--- src/pkg/lpmc_params.svh ---
// constants for the low power mode controller
// What this block does
// RULE_01 - wait stops cpu clock, bus clock keeps running
// RULE_02 - stop stops cpu clock; bus clock too unless oscillator runs in stop
// RULE_03 - wait clears interrupt mask; reset exit sets it, interrupt exit keeps clear
// RULE_04 - stop clears interrupt mask; reset exit sets it, external irq exit keeps clear
// RULE_05 - cpu clock stays off until stabilization delay after stop exit
// RULE_06 - stop without oscillator run gates oscillator, loop and forces generator outputs low
// RULE_07 - stop with oscillator run shuts only the loop off
// RULE_08 - clock generator stays active in wait; software may switch the loop off first
// RULE_09 - converter keeps running in wait; its enabled request wakes wait
// RULE_10 - software powers converter down via channel select when not needed as wake source
// RULE_11 - stop aborts converter conversion; it resumes after external interrupt exit
// RULE_12 - software waits one conversion period after stop before using converter result
// RULE_13 - break unit active in wait when enabled; inactive in stop, registers kept
// RULE_14 - watchdog counts in wait; stop removes its crystal clock and clears prescaler
// RULE_15 - configuration bit permits stop; cleared, stop instruction is ignored
// RULE_16 - external irq unit active in both modes; unmasked request wakes either
// RULE_17 - keypad unit active in both modes; unmasked request wakes either
// RULE_18 - enabled supply monitor active in both; with reset enabled, its reset ends either
// RULE_19 - serial unit active in wait; its enabled request ends wait
// RULE_20 - wait or stop during memory program or erase aborts it into standby
// RULE_21 - stop exit holds clocks 4096 crystal cycles, 32 with short recovery
// RULE_22 - peripheral registers kept across wait and stop, changed only on reset exit
`ifndef LPMC_PARAMS_SVH
`define LPMC_PARAMS_SVH

// ************************************************************
// register map
// ************************************************************
`define LPMC_CFG_OFS        12'h000
`define LPMC_STAT_OFS       12'h004
`define LPMC_CMD_OFS        12'h008
`define LPMC_CFG_RESET      32'h0000_0000

// config field positions
`define LPMC_CFG_STOP_EN    0
`define LPMC_CFG_OSC_RUN    1
`define LPMC_CFG_SHORT_RECOVERY_SEL      2
`define LPMC_CFG_LVI_EN     3
`define LPMC_CFG_LVI_RST    4
`define LPMC_CFG_BRK_EN     5

// command field positions
`define LPMC_CMD_WAIT       0
`define LPMC_CMD_STOP       1

// ************************************************************
// timing
// ************************************************************
`define LPMC_REC_LONG       12'hfff
`define LPMC_REC_SHORT      12'h01f

`endif

--- src/pkg/lpmc_pkg.sv ---
// types for the low power mode controller
package lpmc_pkg;

    typedef enum logic [2:0] {
        LPMC_RUN     = 3'b000,
        LPMC_WAIT    = 3'b001,
        LPMC_STOP    = 3'b010,
        LPMC_RECOVER = 3'b011
    } lpmc_state_t;

    // wake sources from peripherals
    typedef struct packed {
        logic ext_irq;
        logic ext_irq_mask;
        logic keypad_irq;
        logic keypad_irq_mask;
        logic conv_irq;
        logic serial_irq;
        logic break_irq;
        logic loop_irq;
        logic monitor_trip;
    } lpmc_wake_t;

    // gating and control toward the clock tree and peripherals
    typedef struct packed {
        logic cpu_clk_en;
        logic bus_clk_en;
        logic osc_en;
        logic loop_en;
        logic gen_outs_en;
        logic wdog_clk_en;
        logic wdog_presc_clr;
        logic conv_abort;
        logic conv_active;
        logic break_active;
        logic monitor_active;
        logic serial_active;
        logic mem_standby;
    } lpmc_gate_t;

endpackage : lpmc_pkg

--- src/design/lpmc_core.sv ---
// low power mode controller: wait and stop sequencing with apb config
//
// Implementation choices: the placing of the registers and the APB register port.
`timescale 1ns/10ps
`include "lpmc_params.svh"
module lpmc_core
    import lpmc_pkg::*;
(
    input  wire logic        pclk,
    input  wire logic        presetn,
    input  wire logic        psel,
    input  wire logic        penable,
    input  wire logic        pwrite,
    input  wire logic [11:0] paddr,
    input  wire logic [31:0] pwdata,
    output logic      [31:0] prdata,
    output logic             pready,
    output logic             pslverr,
    input  wire logic        wait_instr,
    input  wire logic        stop_instr,
    input  wire logic        xtal_tick,
    input  wire logic        mem_busy,
    input  wire lpmc_wake_t  wake_in,
    output lpmc_gate_t       gate_out,
    output logic             irq_mask_clr,
    output logic             irq_mask_set,
    output logic             sys_reset_req,
    output logic             mem_abort
);

    // ************************************************************
    // apb slave
    // ************************************************************
    logic [5:0]  cfg_r;
    logic [5:0]  cfg_nxt;
    lpmc_state_t state_r;
    lpmc_state_t state_nxt;
    logic [11:0] rec_cnt_r;
    logic        last_exit_rst_r;
    logic        wr_en;
    logic        rd_en;
    logic        cmd_wait;
    logic        cmd_stop;

    function automatic logic hit(input logic [11:0] a, input logic [11:0] ofs);
        hit = (a == ofs);
    endfunction : hit

    assign wr_en   = psel && penable && pwrite;
    assign rd_en   = psel && penable && !pwrite;
    assign pready  = 1'b1;                       // zero wait states
    assign pslverr = psel && penable &&
                     !(hit(paddr, `LPMC_CFG_OFS) || hit(paddr, `LPMC_STAT_OFS) || hit(paddr, `LPMC_CMD_OFS));

    // config write
    always_comb begin
        cfg_nxt = cfg_r;
        if (wr_en && hit(paddr, `LPMC_CFG_OFS)) begin
            cfg_nxt = pwdata[5:0];
        end
    end

    always_ff @(posedge pclk or negedge presetn) begin
        if (!presetn) begin
            cfg_r <= 6'h00;
        end else begin
            cfg_r <= cfg_nxt;
        end
    end

    // software may also request modes through the command register
    assign cmd_wait = wait_instr || (wr_en && hit(paddr, `LPMC_CMD_OFS) && pwdata[`LPMC_CMD_WAIT]);
    assign cmd_stop = stop_instr || (wr_en && hit(paddr, `LPMC_CMD_OFS) && pwdata[`LPMC_CMD_STOP]);

    // read data registered
    always_ff @(posedge pclk or negedge presetn) begin
        if (!presetn) begin
            prdata <= 32'h0000_0000;
        end else if (psel && !penable && !pwrite) begin
            if (hit(paddr, `LPMC_CFG_OFS)) begin
                prdata <= {26'h0000000, cfg_r};
            end else if (hit(paddr, `LPMC_STAT_OFS)) begin
                prdata <= {15'h0000, rec_cnt_r, last_exit_rst_r, 1'b0, state_r};
            end else begin
                prdata <= 32'h0000_0000;
            end
        end
    end

    // ************************************************************
    // mode state machine
    // ************************************************************
    logic stop_ok;
    logic wake_wait;
    logic wake_stop_irq;
    logic monitor_rst;
    logic rec_done;

    // RULE_15 stop permit
    assign stop_ok = cfg_r[`LPMC_CFG_STOP_EN];

    // RULE_18 monitor reset
    assign monitor_rst = cfg_r[`LPMC_CFG_LVI_EN] && cfg_r[`LPMC_CFG_LVI_RST] && wake_in.monitor_trip;

    // RULE_09 RULE_19 wait wakes
    assign wake_wait = (wake_in.ext_irq && !wake_in.ext_irq_mask) ||
                       (wake_in.keypad_irq && !wake_in.keypad_irq_mask) ||
                       wake_in.conv_irq || wake_in.serial_irq || wake_in.loop_irq ||
                       (wake_in.break_irq && cfg_r[`LPMC_CFG_BRK_EN]);

    // RULE_16 RULE_17 stop wakes
    assign wake_stop_irq = (wake_in.ext_irq && !wake_in.ext_irq_mask) ||
                           (wake_in.keypad_irq && !wake_in.keypad_irq_mask) ||
                           (wake_in.break_irq && cfg_r[`LPMC_CFG_BRK_EN]);

    assign rec_done = (rec_cnt_r == 12'h000) && xtal_tick;

    always_comb begin
        state_nxt = state_r;
        unique case (state_r)
            LPMC_RUN: begin
                if (cmd_stop && stop_ok) begin
                    state_nxt = LPMC_STOP;
                end else if (cmd_wait) begin
                    state_nxt = LPMC_WAIT;
                end
            end
            LPMC_WAIT: begin
                if (wake_wait || monitor_rst) begin
                    state_nxt = LPMC_RUN;
                end
            end
            LPMC_STOP: begin
                if (wake_stop_irq || monitor_rst) begin
                    state_nxt = LPMC_RECOVER;
                end
            end
            LPMC_RECOVER: begin
                if (rec_done) begin
                    state_nxt = LPMC_RUN;
                end
            end
            default: state_nxt = LPMC_RUN;
        endcase
    end

    always_ff @(posedge pclk or negedge presetn) begin
        if (!presetn) begin
            state_r <= LPMC_RUN;
        end else begin
            state_r <= state_nxt;
        end
    end

    // ************************************************************
    // stop recovery counter
    // ************************************************************
    // RULE_21 recovery count
    always_ff @(posedge pclk or negedge presetn) begin
        if (!presetn) begin
            rec_cnt_r <= 12'h000;
        end else if (state_r == LPMC_STOP && state_nxt == LPMC_RECOVER) begin
            rec_cnt_r <= cfg_r[`LPMC_CFG_SHORT_RECOVERY_SEL] ? `LPMC_REC_SHORT : `LPMC_REC_LONG;
        end else if (state_r == LPMC_RECOVER && xtal_tick && rec_cnt_r != 12'h000) begin
            rec_cnt_r <= rec_cnt_r - 12'h001;
        end
    end

    // remember how the last low power exit happened
    always_ff @(posedge pclk or negedge presetn) begin
        if (!presetn) begin
            last_exit_rst_r <= 1'b0;
        end else if ((state_r == LPMC_WAIT || state_r == LPMC_STOP) && monitor_rst) begin
            last_exit_rst_r <= 1'b1;
        end else if ((state_r == LPMC_WAIT && wake_wait) || (state_r == LPMC_STOP && wake_stop_irq)) begin
            last_exit_rst_r <= 1'b0;
        end
    end

    // ************************************************************
    // outputs
    // ************************************************************
    logic in_stop;
    logic osc_run;
    assign in_stop = (state_r == LPMC_STOP) || (state_r == LPMC_RECOVER);
    assign osc_run = cfg_r[`LPMC_CFG_OSC_RUN];

    // gating registered so glitches never reach the clock tree
    always_ff @(posedge pclk or negedge presetn) begin
        if (!presetn) begin
            gate_out <= '0;
        end else begin
            // RULE_01 RULE_02 RULE_05 cpu clock
            gate_out.cpu_clk_en     <= (state_nxt == LPMC_RUN);
            // RULE_02 bus clock in stop
            gate_out.bus_clk_en     <= !(state_nxt == LPMC_STOP || state_nxt == LPMC_RECOVER) || osc_run;
            // RULE_06 RULE_07 RULE_08 generator gating
            gate_out.osc_en         <= !(state_nxt == LPMC_STOP) || osc_run;
            gate_out.loop_en        <= !(state_nxt == LPMC_STOP);
            gate_out.gen_outs_en    <= !(state_nxt == LPMC_STOP) || osc_run;
            // RULE_14 watchdog in stop
            gate_out.wdog_clk_en    <= !(state_nxt == LPMC_STOP);
            gate_out.wdog_presc_clr <= (state_r != LPMC_STOP) && (state_nxt == LPMC_STOP);
            // RULE_11 converter abort
            gate_out.conv_abort     <= (state_r != LPMC_STOP) && (state_nxt == LPMC_STOP);
            gate_out.conv_active    <= !(state_nxt == LPMC_STOP || state_nxt == LPMC_RECOVER);
            // RULE_13 RULE_22 break unit held, registers kept
            gate_out.break_active   <= cfg_r[`LPMC_CFG_BRK_EN] && !(state_nxt == LPMC_STOP);
            gate_out.monitor_active <= cfg_r[`LPMC_CFG_LVI_EN];
            gate_out.serial_active  <= !(state_nxt == LPMC_STOP || state_nxt == LPMC_RECOVER);
            // RULE_20 memory standby
            gate_out.mem_standby    <= (state_nxt == LPMC_WAIT) || (state_nxt == LPMC_STOP);
        end
    end

    // RULE_03 RULE_04 interrupt mask handling
    always_ff @(posedge pclk or negedge presetn) begin
        if (!presetn) begin
            irq_mask_clr  <= 1'b0;
            irq_mask_set  <= 1'b0;
            sys_reset_req <= 1'b0;
            mem_abort     <= 1'b0;
        end else begin
            irq_mask_clr  <= (state_r == LPMC_RUN) && (state_nxt == LPMC_WAIT || state_nxt == LPMC_STOP);
            irq_mask_set  <= (state_r == LPMC_WAIT || state_r == LPMC_STOP) && monitor_rst;
            sys_reset_req <= monitor_rst;
            // RULE_20 abort in flight program or erase
            mem_abort     <= (state_r == LPMC_RUN) && (state_nxt != LPMC_RUN) && mem_busy;
        end
    end

    // ************************************************************
    // assertions
    // ************************************************************

    // cpu clock may only come back on the edge that leaves recovery
    a_stop_cpu_off: assert property (@(posedge pclk) disable iff (!presetn) // RULE_05
        in_stop |-> !gate_out.cpu_clk_en || $past(state_r) == LPMC_RECOVER) else $error("cpu clock in stop");

    a_wait_cpu_off: assert property (@(posedge pclk) disable iff (!presetn) // RULE_01
        state_r == LPMC_WAIT |-> !gate_out.cpu_clk_en && gate_out.bus_clk_en) else $error("wait gating wrong");
    a_stop_bus_off: assert property (@(posedge pclk) disable iff (!presetn) // RULE_02
        state_r == LPMC_STOP && !osc_run && $stable(cfg_r) |-> !gate_out.bus_clk_en) else $error("bus clock in stop");
    a_mask_clr_entry: assert property (@(posedge pclk) disable iff (!presetn) // RULE_03
        state_r == LPMC_RUN && state_nxt == LPMC_WAIT |=> irq_mask_clr) else $error("mask not cleared");
    a_mask_set_rst: assert property (@(posedge pclk) disable iff (!presetn) // RULE_04
        state_r == LPMC_STOP && monitor_rst |=> irq_mask_set && sys_reset_req) else $error("mask not set");
    a_recover_hold: assert property (@(posedge pclk) disable iff (!presetn) // RULE_05
        state_r == LPMC_RECOVER && !rec_done |=> !gate_out.cpu_clk_en) else $error("cpu ran in recovery");
    a_stop_gen_low: assert property (@(posedge pclk) disable iff (!presetn) // RULE_06
        state_r == LPMC_STOP && !osc_run && $past(state_r) == LPMC_STOP && $stable(cfg_r)
        |-> !gate_out.osc_en && !gate_out.gen_outs_en) else $error("generator on");
    a_stop_only_loop: assert property (@(posedge pclk) disable iff (!presetn) // RULE_07
        state_r == LPMC_STOP && $past(state_r) == LPMC_STOP && $past(osc_run)
        |-> gate_out.osc_en && !gate_out.loop_en) else $error("osc off");
    a_stop_permit: assert property (@(posedge pclk) disable iff (!presetn) // RULE_15
        state_r == LPMC_RUN && !stop_ok |=> state_r != LPMC_STOP) else $error("stop not permitted");
    a_rec_load: assert property (@(posedge pclk) disable iff (!presetn) // RULE_21
        state_r == LPMC_STOP && state_nxt == LPMC_RECOVER && cfg_r[`LPMC_CFG_SHORT_RECOVERY_SEL] |=> rec_cnt_r == 12'h01f)
        else $error("short recovery load wrong");
    a_mem_abort: assert property (@(posedge pclk) disable iff (!presetn) // RULE_20
        state_r == LPMC_RUN && state_nxt == LPMC_WAIT && mem_busy |=> mem_abort && gate_out.mem_standby)
        else $error("memory not aborted");

    // one-cycle pulses at stop entry toward converter and watchdog
    a_stop_pulses: assert property (@(posedge pclk) disable iff (!presetn) // RULE_11
        state_r == LPMC_RUN && state_nxt == LPMC_STOP |=> gate_out.conv_abort && gate_out.wdog_presc_clr)
        else $error("stop entry pulses missing");

    // generator, loop and converter stay alive through wait
    a_wait_gen_on: assert property (@(posedge pclk) disable iff (!presetn) // RULE_08
        state_r == LPMC_WAIT |-> gate_out.osc_en && gate_out.loop_en && gate_out.conv_active)
        else $error("generator off in wait");

    // any wait wake returns to run with the cpu clock on
    a_wait_wake_run: assert property (@(posedge pclk) disable iff (!presetn) // RULE_09
        state_r == LPMC_WAIT && wake_wait |=> state_r == LPMC_RUN && gate_out.cpu_clk_en)
        else $error("wait wake ignored");

    // unmasked pin or keypad request leaves stop into recovery
    a_stop_irq_wake: assert property (@(posedge pclk) disable iff (!presetn) // RULE_16
        state_r == LPMC_STOP && wake_stop_irq |=> state_r == LPMC_RECOVER)
        else $error("stop wake ignored");

    // break and serial units idle while stopped
    a_stop_units_off: assert property (@(posedge pclk) disable iff (!presetn) // RULE_13
        state_r == LPMC_STOP |-> !gate_out.break_active && !gate_out.serial_active)
        else $error("unit active in stop");

    // monitor reset ends wait and sets the mask
    a_monitor_wait: assert property (@(posedge pclk) disable iff (!presetn) // RULE_18
        state_r == LPMC_WAIT && monitor_rst |=> state_r == LPMC_RUN && irq_mask_set)
        else $error("monitor reset ignored");

    // stop entry clears the interrupt mask as wait does
    a_mask_clr_stop: assert property (@(posedge pclk) disable iff (!presetn) // RULE_04
        state_r == LPMC_RUN && state_nxt == LPMC_STOP |=> irq_mask_clr)
        else $error("mask not cleared on stop");

    // full recovery length when the short option is off
    a_rec_long: assert property (@(posedge pclk) disable iff (!presetn) // RULE_21
        state_r == LPMC_STOP && state_nxt == LPMC_RECOVER && !cfg_r[`LPMC_CFG_SHORT_RECOVERY_SEL] |=> rec_cnt_r == 12'hfff)
        else $error("long recovery load wrong");

    // ************************************************************
    // coverage
    // ************************************************************


    c_wait_wake: cover property (@(posedge pclk) disable iff (!presetn)
        state_r == LPMC_WAIT ##1 state_r == LPMC_RUN);
    c_stop_recover: cover property (@(posedge pclk) disable iff (!presetn)
        state_r == LPMC_RECOVER ##1 state_r == LPMC_RUN);
    c_monitor_exit: cover property (@(posedge pclk) disable iff (!presetn)
        state_r == LPMC_WAIT && monitor_rst);

    c_abort_prog: cover property (@(posedge pclk) disable iff (!presetn)
        state_r == LPMC_RUN && state_nxt == LPMC_WAIT && mem_busy);


endmodule : lpmc_core

--- config.mk ---
export PLATFORM = sky130hd
export DESIGN_NAME = lpmc_core
export DESIGN_NICKNAME = d
export VERILOG_FILES = /design/src/pkg/lpmc_pkg.sv /design/src/design/lpmc_core.sv
export VERILOG_INCLUDE_DIRS = /design/src /design/src/pkg
export SDC_FILE = /design/constraint.sdc
export NUM_CORES = 1
export LEC_CHECK = 0
export BUFFER_PORTS_ARGS = -buffer_cell sky130_fd_sc_hd__buf_4
export CORE_MARGIN = 2
export CORE_UTILIZATION = 24
export DETAILED_ROUTE_END_ITERATION = 16
export GPL_TIMING_DRIVEN = 1
export PLACE_DENSITY = 0.54
export SETUP_SLACK_MARGIN = 0.5
export SLEW_MARGIN = 10
export SYNTH_ARGS = -nofsm -noshare
export SYNTH_HDL_FRONTEND = slang
export SYNTH_SLANG_ARGS = --single-unit
--- constraint.sdc ---
create_clock -name pclk -period 1.9 [get_ports pclk]
set_input_delay 0.095 -clock pclk [delete_from_list [all_inputs] [get_ports pclk]]
set_output_delay 0.095 -clock pclk [all_outputs]
set_load 0.1 [all_outputs]
==> reports/results.tsv <==
metric	value	unit
outcome	completed	
critPathLaunch	rec_cnt_r[1]	
cts_inserted_buffers	5	
met1Wirelength	2951	microns
hold_violations	0	
drv_slew	0	
synth_top_cell_by_area	dfrtp_1	
ys_warn_count	0	
die_w	108.3	microns
regArea	1310	sq um
final_antenna_net_count	0	
grt_use_total	0.1137	
end_kind	flip-flop	
dp.final_hpwl	4530	microns
switchingPower	716.5	uW
fin_nets	419	
layout_setup_ws	221.1	ps
avgSynthCellArea	10.21	sq um
synthTopCellsByCount	dfrtp_1, nand2_1, buf_4, nand3_1, a21oi_1	
setup_viol	0	
grt_pass1_wl	10490	microns
vias	2160	
clk_latency	310	ps
critPathMaxFanout	4	
io_buffers	70	
drive_gt1_frac	0.4466	
fin_crit_sh	0.8836	
synth-edff-count	0	
multi_input_area	1353	sq um
seq_area_frac_synth	0.4981	
synth_area_leaders	dfrtp_1, buf_4, nand2_1	
core	10750	sq um
worst_hold_path.num_cells	2	
grt.overflow.total	0	
clock_skew	5.612	ps
syn_area	2613	sq um
r2r_end	rec_cnt_r[7]	
post-route-util	0.3515	
ios	113	
min_period	1679	ps
seqPwrFrac	0.508	
crit_type	flip-flop to flip-flop	
switching_share	0.3120	
vdd.ir_drop.worst	0.0002856	V
async_reset_ff_frac	1.000	
dp_slack	117.1	ps
dieArea	11740	sq um
crit_path_start_kind	flip-flop	
h-tree-depth	2	
drv_cap	0	
die_h	108.3	microns
hold_path.startpoint	pwdata[5]	
cts_tree	done	
top_layer_used	met4	
grt_pass1_vias	2117	
cp.required	2080	ps
start_util	0.2431	
wl_met2	3103	microns
grt_max_degree	53	
slew_headroom	0.5518	
ys_ff_latch	52	
powerDensity	607.9	nW/um^2
via_per_inst	4.355	
gp_congestion	0.7254	
power.leakage	0.001770	uW
cts_sinks	52	
drt-initial-drc-count	76	
synth_top_area_frac	0.4981	
synth_most_common_cell	dfrtp_1	
drc_errors	0	
cp.arrival	1860	ps
internal-power	1580	uW
rsz0062_at_grt	yes	
drt_pass1_iterations	4	
routed-wl-met3	298	microns
comb_power_share	0.201	
rows	38	
fmax	595.6	MHz
reg2reg_slack	220	ps
clkSlewWorstSetupHoldPaths	90	ps
cts.path.max_buffers	2	
min_path_type	primary input to flip-flop	
hold_end	cfg_r[5]	
clockPowerShare	0.291	
diodes	0	
fin_tns_setup	0	ps
yosysUniqueCellTypes	46	
synth_flop_cell	dfrtp_1	
antenna_found_initial	0	
wl_per_cell	13.04	microns
r2r-start	rec_cnt_r[1]	
area_growth	44.59	%
reg2reg_depth	8	
fillers	1087	
cts_root_buf	clkbuf_8	
synthCells	256	
tightest_slew	672.3	ps
routed_wl	6470	microns
## flip-flops by register name, indices dropped and copies added, names as in the netlist
register	flops
last_exit_rst_r	1
sys_reset_req	1
mem_abort	1
cfg_r	6
rec_cnt_r	12
irq_mask_set	1
state_r	3
gate_out	9
irq_mask_clr	1
prdata	17
## per-layer routing
layer	track usage	vias to the layer above
met4	0.04212	0
met3	0.02351	8
met2	0.1842	47
met5	0	-
met1	0.1499	1053
li1	-	1052
## metrics by stage
| step | hold slack (ps) | instance area (sq um) | cells | total power [uW] |
|---|---|---|---|---|
| final | 20.79 | 3777 | 496 | 2296 |
| after global routing | 12.60 | 3777 | 496 | 2397 |
| after CTS | 2.926 | 3671 | 489 | 2298 |
| after detailed placement | 178.6 | 3324 | 462 | 1589 |
| after global placement | 170.1 | 3324 | 462 | 1584 |
| after floorplan | -200.6 | 2748 | 271 | 1481 |
## cells by family after synthesis
kind of cell,count (synthesis),share of synthesized area
multiplexers,6,0.02586
other,2,0.002875
buffers and inverters,34,0.07998
AND/OR/NAND/NOR,111,0.2438
AO/OA/AOI/OAI,38,0.1030
XOR/XNOR,11,0.03688
flip-flops,52,0.4981
adder cells (fa/ha/maj),2,0.009577
## power by group through the flow
stage | logic, uW | registers [uW] | clock network, uW
after floorplan | 265 | 1220 | 0
after global placement | 398 | 1190 | 0
after detailed placement | 401 | 1190 | 0
after CTS | 446 | 1170 | 685
after global routing | 495 | 1170 | 732
final | 461 | 1170 | 669
## worst max-delay path, stage by stage (launching register included)
cell,delay (ps)
dfrtp_1,370
inv_2,60
ha_4,150
nor3b_4,150
buf_6,130
a311oi_4,300
nand3b_1,130
xor2_1,170
a21oi_1,80
## layout by cell type, fill, tap and decap left out, drive strengths merged, types with 6 or more instances in the layout
master  instances
a21oi          11
a22oi           6
nor2            8
nand2          41
clkbuf          7
conb           17
o21ai           9
nand2b          7
dfrtp          52
mux2            6
nand3          20
buf           104
xor2            9
## cell type report
class / instances / share of cell area
flip-flops and latches: 52 / 0.3468
repair buffers: 106 / 0.2189
well taps: 140 / 0.04637
clock buffers: 7 / 0.02286
inverters: 5 / 0.004969
clock inverters: 1 / 0.001987
multi-input cells: 185 / 0.3581
## worst max-delay path by stage
stage               slack, ps           end  cells after the start
floorplan                 350   gate_out[8]                      7
global placement          140   gate_out[8]                      5
detailed placement        120   gate_out[8]                      7
CTS                       220  rec_cnt_r[5]                      8
global route               50  rec_cnt_r[5]                      8
finish                    220  rec_cnt_r[7]                      8
## repair_timing
item                                   4_1_cts  5_1_grt
endpoints found under the hold margin       52        1
setup endpoints to repair                   22       29
buffers inserted                            18        6
hold buffers                                 1        1
pin swaps                                   20        8
resized for setup                           28       13
(Power assumes the default switching activity.)
